==> src/rtl/tofst_regs.svh <==
// offsets, field positions, reset values and timing counts of the
// turn-off timing and status register bank
// assumes one 125 MHz clock and a host command port decoded upstream
//
// What this block does
// - disable waits delay setting times 10 us
// - delay setting paged, read/write, resets to zero
// - ramp down lasts fall setting microseconds
// - fall setting paged, read/write, resets 500 us
// - new fall time used only after commit
// - status byte global, read-only, both outputs
// - bit 6 set while output ramps down or delivers no power
// - bits 5..1 ov, oc, vin uv, temp, cml
// - bit 0 other change, bit 7 zero
// - status word low byte equals status byte
// - word bits 15..12 vout, iout, input, mfr
// - word bit 11 set while power not good
// - vout status bits 7, 4, 3; rest zero
`ifndef TOFST_REGS_SVH
`define TOFST_REGS_SVH

// ************************************************************
// command codes
// ************************************************************
`define TOFST_CODE_DELAY 8'h64
`define TOFST_CODE_FALL  8'h65
`define TOFST_CODE_BYTE  8'h78
`define TOFST_CODE_WORD  8'h79
`define TOFST_CODE_VOUT  8'h7a

// ************************************************************
// reset values
// ************************************************************
`define TOFST_DELAY_RST 16'h0000
`define TOFST_FALL_RST  16'h01f4

// ************************************************************
// summary and detail bit positions
// ************************************************************
`define TOFST_SB_OFF    6
`define TOFST_SB_OV     5
`define TOFST_SB_OC     4
`define TOFST_SB_VINUV  3
`define TOFST_SB_TEMP   2
`define TOFST_SB_CML    1
`define TOFST_SB_OTHER  0
`define TOFST_SW_VOUT   15
`define TOFST_SW_IOUT   14
`define TOFST_SW_INPUT  13
`define TOFST_SW_MFR    12
`define TOFST_SW_PGN    11
`define TOFST_SV_OV     7
`define TOFST_SV_UV     4
`define TOFST_SV_MAX    3

// ************************************************************
// timing
// ************************************************************
`define TOFST_US_NS      1000
`define TOFST_CLK_NS     8
`define TOFST_CYC_PER_US (`TOFST_US_NS / `TOFST_CLK_NS)
`define TOFST_DELAY_LSB_US 10
`define TOFST_FALL_LSB_US  1

`endif

==> src/rtl/tofst_pkg.sv <==
// types shared by the turn-off timing and status bank
// assumes the constants header is included by the files that use it
package tofst_pkg;

  // ************************************************************
  // host command, per-output fault events and global events
  // ************************************************************
  typedef struct packed {
    logic       valid;
    logic       write;
    logic       page;
    logic [7:0] code;
    logic [15:0] wdata;
  } tofst_cmd_s;

  typedef struct packed {
    logic ov;
    logic uv;
    logic vmax;
    logic oc;
  } tofst_fault_s;

  typedef struct packed {
    logic vin_uv;
    logic in_flt;   // input voltage fault other than undervoltage
    logic temp;
    logic cml;
    logic mfr;
    logic other;
  } tofst_glob_s;

  typedef enum logic [1:0] {TOFST_ON, TOFST_WAIT, TOFST_FALL, TOFST_DOWN}
    tofst_seq_e;

endpackage

==> src/rtl/tofst_seq.sv <==
// one output's turn-off sequencer: delay, then timed ramp-down
// assumes enable is synchronous and settings are stable while used
`include "tofst_regs.svh"
module tofst_seq
  import tofst_pkg::*;
#(
  parameter int CYC_PER_US = `TOFST_CYC_PER_US
)(
  input  wire logic        clk,
  input  wire logic        rst_n,
  input  wire logic        en,
  input  wire logic [15:0] delay,
  input  wire logic [15:0] fall,
  output logic             off,
  output logic             ramp,
  output logic             pg
);

  typedef struct packed {
    tofst_seq_e  st;
    logic [15:0] pre;
    logic [19:0] us;
    logic        off;
    logic        ramp;
    logic        pg;
  } tofst_sq_s;

  tofst_sq_s   q;
  tofst_sq_s   d;
  logic        tick;
  logic [19:0] tgt;

  if (CYC_PER_US < 1 || CYC_PER_US > 65535)
  begin : g_chk
    $error("CYC_PER_US out of range");
  end

  // delay in microseconds; 16 bits times 10 fits in 20 bits
  assign tgt  = 20'(delay) * 20'(`TOFST_DELAY_LSB_US);
  assign tick = (q.pre == 16'(CYC_PER_US - 1));

  // ************************************************************
  // next state
  // ************************************************************
  always_comb
  begin
    d = q;
    d.pre = (q.st == TOFST_WAIT || q.st == TOFST_FALL) && !tick ?
            q.pre + 16'h0001 : 16'h0000;
    case (q.st)
      TOFST_ON:
      begin
        d.us = 20'h00000;
        if (!en)
        begin
          // zero delay skips straight to the ramp, or straight to off if fall is also zero
          if (tgt != 20'h00000)
            d.st = TOFST_WAIT;
          else if (fall != 16'h0000)
            d.st = TOFST_FALL;
          else
            d.st = TOFST_DOWN;
          d.pre = 16'h0000;
        end
      end
      TOFST_WAIT:
      begin
        if (en)
          d.st = TOFST_ON;
        else if (q.us == tgt)
        begin
          d.st  = fall != 16'h0000 ? TOFST_FALL : TOFST_DOWN;
          d.us  = 20'h00000;
          d.pre = 16'h0000;
        end
        else if (tick)
          d.us = q.us + 20'h00001;
      end
      TOFST_FALL:
      begin
        // re-enable aborts the ramp rather than finishing it
        if (en)
          d.st = TOFST_ON;
        else if (q.us == 20'(fall))
          d.st = TOFST_DOWN;
        else if (tick)
          d.us = q.us + 20'h00001;
      end
      TOFST_DOWN:
      begin
        d.us = 20'h00000;
        if (en)
          d.st = TOFST_ON;
      end
      default: d.st = TOFST_DOWN;
    endcase
    d.off  = (d.st == TOFST_FALL || d.st == TOFST_DOWN);
    d.ramp = (d.st == TOFST_FALL);
    d.pg   = (d.st == TOFST_ON);
  end

  // ************************************************************
  // state register; output starts off
  // ************************************************************
  always_ff @(posedge clk)
  begin
    if (!rst_n)
    begin
      q      <= '0;
      q.st   <= TOFST_DOWN;
      q.off  <= 1'b1;
    end
    else
      q <= d;
  end

  assign off  = q.off;
  assign ramp = q.ramp;
  assign pg   = q.pg;
endmodule

==> src/rtl/tofst_bank.sv <==
// turn-off timing and status register bank for two outputs
// assumes the host command port is already decoded from the serial
// link; commit and clear-faults come in as one-cycle strobes
`include "tofst_regs.svh"
module tofst_bank
  import tofst_pkg::*;
#(
  parameter int CYC_PER_US = `TOFST_CYC_PER_US
)(
  input  wire logic               CLK,
  input  wire logic               RST_N,
  input  wire tofst_cmd_s         CMD,
  input  wire logic               COMMIT,
  input  wire logic               CLEAR_FAULTS,
  input  wire logic [1:0]         OUT_EN,
  input  wire tofst_fault_s [1:0] FLT_EVT,
  input  wire tofst_glob_s        GLB_EVT,
  output logic                    RSP_VALID,
  output logic                    RSP_ERR,
  output logic [15:0]             RSP_DATA,
  output logic [1:0]              OUT_OFF,
  output logic [1:0]              OUT_RAMP,
  output logic [1:0]              OUT_PG
);

  typedef struct packed {
    logic [1:0][15:0]   delay;
    logic [1:0][15:0]   fall_pend;
    logic [1:0][15:0]   fall_act;
    tofst_fault_s [1:0] flt;
    tofst_glob_s        glb;
    logic               rsp_valid;
    logic               rsp_err;
    logic [15:0]        rsp_data;
  } tofst_bank_s;

  tofst_bank_s q;
  tofst_bank_s d;
  logic [7:0]  sbyte;
  logic [15:0] sword;
  logic [1:0][7:0] svout;
  logic        rd;
  logic        wr;

  assign rd = CMD.valid && !CMD.write;
  assign wr = CMD.valid && CMD.write;

  // ************************************************************
  // per-output sequencers
  // ************************************************************
  for (genvar i = 0; i < 2; i++)
  begin : g_out
    tofst_seq #(.CYC_PER_US(CYC_PER_US)) u_seq (
      .clk   (CLK),
      .rst_n (RST_N),
      .en    (OUT_EN[i]),
      .delay (q.delay[i]),
      .fall  (q.fall_act[i]),
      .off   (OUT_OFF[i]),
      .ramp  (OUT_RAMP[i]),
      .pg    (OUT_PG[i])
    );
  end

  // ************************************************************
  // status views, built from sticky bits and live output state
  // ************************************************************
  always_comb
  begin
    sbyte = 8'h00;                                 // bit 7 zero
    sbyte[`TOFST_SB_OFF]   = |OUT_OFF;
    sbyte[`TOFST_SB_OV]    = q.flt[0].ov | q.flt[1].ov;
    sbyte[`TOFST_SB_OC]    = q.flt[0].oc | q.flt[1].oc;
    sbyte[`TOFST_SB_VINUV] = q.glb.vin_uv;
    sbyte[`TOFST_SB_TEMP]  = q.glb.temp;
    sbyte[`TOFST_SB_CML]   = q.glb.cml;
    sbyte[`TOFST_SB_OTHER] = q.glb.other;
    sword = {8'h00, sbyte};
    sword[`TOFST_SW_VOUT]  = |{q.flt[0].ov, q.flt[0].uv, q.flt[0].vmax,
                               q.flt[1].ov, q.flt[1].uv, q.flt[1].vmax};
    sword[`TOFST_SW_IOUT]  = q.flt[0].oc | q.flt[1].oc;
    sword[`TOFST_SW_INPUT] = q.glb.in_flt | q.glb.vin_uv;
    sword[`TOFST_SW_MFR]   = q.glb.mfr;
    sword[`TOFST_SW_PGN]   = ~&OUT_PG;
    for (int i = 0; i < 2; i++)
    begin
      svout[i] = 8'h00;
      svout[i][`TOFST_SV_OV]  = q.flt[i].ov;
      svout[i][`TOFST_SV_UV]  = q.flt[i].uv;
      svout[i][`TOFST_SV_MAX] = q.flt[i].vmax;
    end
  end

  // ************************************************************
  // next state: writes, commit, sticky faults, read answer
  // ************************************************************
  always_comb
  begin
    d = q;
    // commit copies the value pending before this cycle's write
    if (COMMIT)
      d.fall_act = q.fall_pend;
    d.rsp_valid = CMD.valid;
    d.rsp_err   = 1'b0;
    d.rsp_data  = 16'h0000;
    if (wr)
    begin
      case (CMD.code)
        `TOFST_CODE_DELAY: d.delay[CMD.page] = CMD.wdata;
        `TOFST_CODE_FALL:  d.fall_pend[CMD.page] = CMD.wdata;
        default:           d.rsp_err = 1'b1;   // status is read-only
      endcase
    end
    else if (rd)
    begin
      case (CMD.code)
        `TOFST_CODE_DELAY: d.rsp_data = q.delay[CMD.page];
        `TOFST_CODE_FALL:  d.rsp_data = q.fall_pend[CMD.page];
        `TOFST_CODE_BYTE:  d.rsp_data = {8'h00, sbyte};
        `TOFST_CODE_WORD:  d.rsp_data = sword;
        `TOFST_CODE_VOUT:  d.rsp_data = {8'h00, svout[CMD.page]};
        default:           d.rsp_err  = 1'b1;
      endcase
    end
    // a new event in the clear cycle survives it
    for (int i = 0; i < 2; i++)
      d.flt[i] = (CLEAR_FAULTS ? '0 : q.flt[i]) | FLT_EVT[i];
    d.glb = (CLEAR_FAULTS ? '0 : q.glb) | GLB_EVT;
  end

  // ************************************************************
  // state register
  // ************************************************************
  always_ff @(posedge CLK)
  begin
    if (!RST_N)
    begin
      q           <= '0;
      q.delay     <= {2{`TOFST_DELAY_RST}};
      q.fall_pend <= {2{`TOFST_FALL_RST}};
      q.fall_act  <= {2{`TOFST_FALL_RST}};
    end
    else
      q <= d;
  end

  assign RSP_VALID = q.rsp_valid;
  assign RSP_ERR   = q.rsp_err;
  assign RSP_DATA  = q.rsp_data;
endmodule

==> config.mk <==
export PLATFORM = sky130hd
export DESIGN_NAME = tofst_bank
export DESIGN_NICKNAME = d
export VERILOG_FILES = /design/src/rtl/tofst_pkg.sv /design/src/rtl/tofst_seq.sv /design/src/rtl/tofst_bank.sv
export VERILOG_INCLUDE_DIRS = /design/src /design/src/rtl
export SDC_FILE = /design/constraint.sdc
export NUM_CORES = 1
export LEC_CHECK = 0
export BUFFER_PORTS_ARGS = -buffer_cell sky130_fd_sc_hd__buf_2
export CAP_MARGIN = 20
export CORE_ASPECT_RATIO = 0.8
export CORE_MARGIN = 4
export CORE_UTILIZATION = 29
export CTS_CLUSTER_SIZE = 24
export DETAILED_ROUTE_END_ITERATION = 8
export HOLD_SLACK_MARGIN = 0.02
export PLACE_DENSITY = 0.55
export SLEW_MARGIN = 30
export SYNTH_ARGS = -nofsm -noshare
export SYNTH_HDL_FRONTEND = slang
export SYNTH_SLANG_ARGS = --single-unit
==> constraint.sdc <==
create_clock -name CLK -period 5.4 [get_ports CLK]
set_input_delay 0.27 -clock CLK [delete_from_list [all_inputs] [get_ports CLK]]
set_output_delay 0.27 -clock CLK [all_outputs]
set_load 0.005 [all_outputs]
# After elaboration in Yosys (flattened, before gate mapping)

Cells that the tools add are included.

$add $sub $neg: 4
$mul: 2
Order comparisons: 2
Equality and inequality tests: 27
Multiplexer cells: 52
Bitwise gates (word level): 8
Reduce and logical (&&, ||, !) cells: 33

Operators with widths:

| operator                                             | count |
|---|---|
| two-way mux 20 bit                                   | 8 |
| case mux 20 bit (3 select lines)                     | 2 |
| two-way mux 16 bit                                   | 7 |
| case mux 16 bit (5 select lines)                     | 1 |
| two-way mux 18 bit                                   | 4 |
| two-way mux 36 bit                                   | 2 |
| bitwise mux 32 bit                                   | 2 |
| case mux 16 bit (2 select lines)                     | 2 |
| adder 20 x 1 -> 20 bit, second input constant        | 2 |
| equality test 20 x 16 -> 1 bit                       | 2 |
| equality test 20 bit                                 | 2 |
| equality test 8 x 7 -> 1 bit, second input constant  | 5 |
| nonzero test 20 bit                                  | 2 |
| multiplier 16 x 3 -> 19 bit, second input constant   | 2 |
| adder 16 x 1 -> 16 bit, second input constant        | 2 |
| equality test 16 x 7 -> 1 bit, second input constant | 2 |
| nonzero test 16 bit                                  | 2 |
| two-way mux 2 bit                                    | 10 |
| two-way mux 17 bit                                   | 1 |
| demux 16 bit (select 1 bit)                          | 1 |
| equality test 2 bit, second input constant           | 8 |
| two-way mux 8 bit                                    | 2 |
| case mux 2 bit (4 select lines)                      | 2 |
| inequality test 2 bit, second input constant         | 6 |
| other kinds (20)                                     | 49 |

Bits in registers: 210
Output and inout port bits: 24

# Longest topological paths before layout

Depth after elaboration: 9
Depth in mapped cells: 15
Depth with buffers taken out: 13

# By module

Synthesis repeated with hierarchy kept, for this count alone.

Cell total of the unflattened synthesis: 1511
Area, all modules: 13147.6 um^2

Modules (own cells, without submodules):

| module                      | instances | cells an instance | area each (um^2) | sequential area each (um^2) |
|---|---|---|---|---|
| tofst_bank                  | 1         | 502               | 5101.1           | 2562.5 |
| tofst_seq at g_out[1].u_seq | 1         | 548               | 4330.4           | 820.8 |
| tofst_seq at g_out[0].u_seq | 1         | 461               | 3716.1           | 820.8 |

# Worst setup path after synthesis

Ideal clock, no wire load.

Kind: register -> register
From: reg q[113] (netlist name)
To: reg g_out[1].u_seq.q (netlist bit g_out[1].u_seq.pg)
Library setup time: 116 ps
Data arrival time: 3632 ps
Data required time: 5284 ps
Slack: 1652 ps
Cell stages (with the launch flop): 14
Path buffers: 0
Cells stage by stage: dfxtp_1 > ha_1 > ha_1 > inv_1 > fa_1 > nand2b_2 > a2111oi_4 > or2_1 > o31ai_1 > or4_4 > nor4b_4 > and3_1 > mux2_2 > o211a_1

Longest elaborated chain between the ends: 6

Ends and longest elaborated chain:

| element                                                            | line                             | text |
|---|---|---|
| multiplier 16 x 3 -> 19 bit *                                      | tofst_seq.sv:39                  | `` assign tgt = 20'(delay) * 20'(`TOFST_DELAY_LSB_US); `` |
| equality test 20 bit / nonzero test 20 bit (equally long branches) | tofst_seq.sv:70, tofst_seq.sv:57 |  |
| two-way mux 18 bit / two-way mux 2 bit (equally long branches)     | tofst_seq.sv:70, tofst_seq.sv:57 |  |
| two-way mux 2 bit / two-way mux 18 bit (equally long branches)     | tofst_seq.sv:68, tofst_seq.sv:54 |  |
| case mux 2 bit (4 select lines) *                                  | tofst_seq.sv:50                  | `case (q.st)` |
| logical NOT 2 bit *                                                | tofst_seq.sv:99                  | `d.pg = (d.st == TOFST_ON);` |
| to (decl)                                                          | tofst_seq.sv:28                  | `tofst_sq_s q;` |

Every way passes the cells marked *; elsewhere a longest branch is shown, timed or not.
A chain may end at the register's enable or synchronous reset.

# Worst setup path after layout

From: reg q[97] (netlist name)
To: reg g_out[0].u_seq.q[15] in the netlist's numbering

Longest elaborated chain between the ends: 5

Ends and longest elaborated chain:

| element                          | line            | text |
|---|---|---|
| multiplier 16 x 3 -> 19 bit      | tofst_seq.sv:39 |  |
| equality test 20 bit             | tofst_seq.sv:70 | `else if (q.us == tgt)` |
| two-way mux 20 bit               | tofst_seq.sv:70 |  |
| two-way mux 36 bit               | tofst_seq.sv:68 | `if (en)` |
| case mux 20 bit (3 select lines) | tofst_seq.sv:50 |  |
| to (decl)                        | tofst_seq.sv:28 |  |

Every way passes these cells. The select of a mux whose other input is x is not followed.

==> metrics.txt <==
status=completed; clock sinks=210; Die Y=196 µm; drt wl/cell=about 18 µm; CP max-delay cell=a21o_1; Hold/Removal Path Class=primary input to flip-flop; Horiz. Die Dim=243 µm; Detailed Routing Iterations Pass 1=7; synthesized flop and latch total=210; Total Negative Setup Slacks=0 ns; critical path's largest stage delay=0.56 ns; CP Cell Sequence=ha_1 -> ha_1 -> inv_1 -> fa_1 -> nand2b_1 -> a211oi_4 -> nor3_1 -> nor4_1 -> nand4_1 -> a2111o_1 -> nor3_2 -> a21o_1 -> nor2_1; Tmin final=4.35 ns; non-filler cells, final=2152; syn_nets=1662; Avg Inst Size Synth=8.31 µm²; PD cells=~260 mW/mm²; Vias/cell=5.18; Ys Warns=0; NetSw=0.893 mW; Pins Over Slew Limit=0; Max Root-Sink Buffers=3; worst r2r src=q[97]; crit path launch=q[97]; vias in the first global route=10508; Netlist cell types=89; XOR/XNOR share of the synthesized area=10.9%; Vias=11155; switching share of power=23.6%; fillers=4554; root cell of the clock tree=clkbuf_16; Fin. Hold Viols=0; DR DRC count=0; post-synthesis simple-gate area fraction=25.0%; Most used DFF post-synth=dfxtp_1; total of max-cap violations=0; CP max FO=18; Most common cell on crit path=ha_1; period utilisation layout=80.5%; first-pass GRT wire length=just over 60000 µm; worst-margin pin slew=0.814 ns; TritonCTS clock tree=yes; Seq/Total Area, Yosys=32.8%; Clock H-tree levels=1; Reg clk slew, reported paths=roughly 0.06 ns; row count=68; Post-Synthesis Cell Area=0.0128 mm²; DR iter-0 viols=~1000; largest net degree at the start of global routing=62; design area=0.0147 mm²; most frequent cells in the layout=nand2_1, dfxtp_1, nor2_1; maximum VDD drop=approximately 0.22 mV; end of the worst register-to-register path=g_out[0].u_seq.q[15]; setup violators final=0; crit path capture type=flip-flop; post-CTS setup buffer count=0; register share of total power=42.2%; CP Capture Point=g_out[0].u_seq.q[15]; antenna-violating nets left=0; core area=0.0434 mm²; placed instance area=0.0134 mm²; worst-case reg-to-reg path depth=13; effective utilization at floorplan=29.5%; dpl hpwl=29100 µm; CTS buffer count=25; routability cong.=between 0.9 and 1; Synth Area in Adders=7.14%; Synth Instances=1543; CP required=5.81 ns; Routed WL=slightly below 40000 µm; Gate power share=6.6%; GRT overflow=0; Setup CP Type=flip-flop to flip-flop; post-synthesis mux area share=under 10%; largest family of logic cells by synthesized area=simple AND/OR/NAND/NOR gates; layout cells sized above 1=11.9%; I/O Buffers=70; Die ar.=0.0477 mm²; Clk network pwr share=51.2%; compound-cell area share of the yosys netlist=a little over an eighth; Final Skew=0.0387 ns; fmax=0.230 GHz; P_int=between 2 and 3 mW; initial antenna violation count=0; GRT Overall Usage=15.7%; Placed Instances=2075; Critical Path AT=4.75 ns; FF-to-FF setup slack=1.05 ns; final net count=~1700; worst rel slew slack=45.7%; Leak=5.84 nW; Ports=71; clock insertion delay at the later pin of the skew report=0.57 ns; RSZ-0062 raised after global routing=no; Post-synth EDFFs=0; commonest non-fill, non-tap cell in the layout=nand2_1; Worst setup SP type=flip-flop; synth-to-layout area growth=14.5%; post-synthesis async set-or-reset flop share=0%
per-stage QoR:
step | utilization (%) | setup WS [ns] | hold WS, ns | power (mW)
2_1_floorplan | - | 1.65 | 0.387 | 1.78
3_3_place_gp | 30.9 | 1.21 | 0.460 | 1.86
3_5_place_dp | 30.9 | 1.15 | 0.462 | 1.86
4_1_cts | 33.8 | 1.09 | 0.0279 | 3.81
5_1_grt | 33.8 | 0.721 | 0.0323 | 3.90
6_report | 33.8 | 1.05 | 0.0555 | 3.78
per-layer routing:
layer	routed length [µm]	GRT usage, %	up-vias
met5	0	0	-
met4	688	3.06	0
met3	2270	2.35	47
met2	16200	23.5	318
met1	19600	24.0	5343
li1	-	-	5447
worst max-delay path, delay by kind of cell, from the launching register on:
kind            cells  cell delay [ns]
compound gates      3             1.50
simple gates        6             1.37
fa+ha+maj           3             0.88
flops               1             0.38
buf+inv             1             0.06
cell usage after synthesis (9+ instances only):
master,instances,area share (%)
nand4_1,27,1.3
mux2_2,11,0.97
inv_1,36,1.1
and2_1,14,0.68
xor2_1,73,5.0
a21o_1,9,0.53
nor3_1,37,1.4
nor2_1,131,3.8
mux2i_1,40,3.1
xnor2_1,68,4.6
o211ai_1,11,0.64
nor3_2,11,0.86
nand3_1,60,2.3
nor2_2,10,0.49
ha_1,70,6.8
o21ai_0,33,1.3
buf_1,11,0.32
buf_2,11,0.43
and3_1,29,1.4
buf_4,29,1.7
or2_2,9,0.44
clkbuf_1,52,1.5
nand2b_1,12,0.59
nand2_1,232,6.8
a21oi_1,115,4.5
or3_1,12,0.59
nor4_1,23,1.1
dfxtp_1,210,33
logic make-up after synthesis:
| group | count (synthesis) |
|---|---|
| fa+ha+maj | 72 |
| flops | 210 |
| compound gates | 259 |
| xor+xnor | 148 |
| mux | 59 |
| buf+inv | 142 |
| simple gates | 653 |
area by class of cell:
| type | instances | area [µm²] | share of cell area, % |
|---|---|---|---|
| antenna | 1 | 2.50 | 0.0170 |
| clock buffer | 34 | 719 | 4.90 |
| clock inverter | 12 | 230 | 1.57 |
| inverter | 37 | 141 | 0.963 |
| multi-input combinational | 1191 | 7980 | 54.3 |
| sequential | 210 | 4200 | 28.6 |
| tap | 560 | 701 | 4.77 |
| timing repair buffer | 107 | 706 | 4.81 |
how the worst min path moves through the flow:
stage	start	end	cells past startpoint
finish	CMD[13]	q[77]	3
global route	CMD[10]	q[74]	3
CTS	CMD[13]	q[77]	3
detailed placement	q[75]	q[75]	2
global placement	q[78]	q[78]	2
floorplan	GLB_EVT[0]	q[18]	2
registers in the layout, summed over array words and instances, names as in the netlist:
signal            cells
RSP_ERR               1
q                   110
g_out.u_seq.ramp      2
g_out.u_seq.off       2
RSP_VALID             1
g_out.u_seq.pg        2
RSP_DATA             16
g_out.u_seq.q        76
power groups by stage:
stage                     clock network, mW  registers, mW  logic [mW]
after floorplan                           0           1.62       0.163
after global placement                    0           1.63       0.226
after detailed placement                  0           1.63       0.229
after CTS                              1.97           1.60       0.247
after global routing                   2.03           1.60       0.273
final                                  1.93           1.60       0.248
repair_timing:
action                    in CTS  in global routing
hold buffers                  30                  0
gates resized for setup        0                  0
hold endpoints to repair      56                  0
Note: power is estimated with default switching activity, not from simulation.
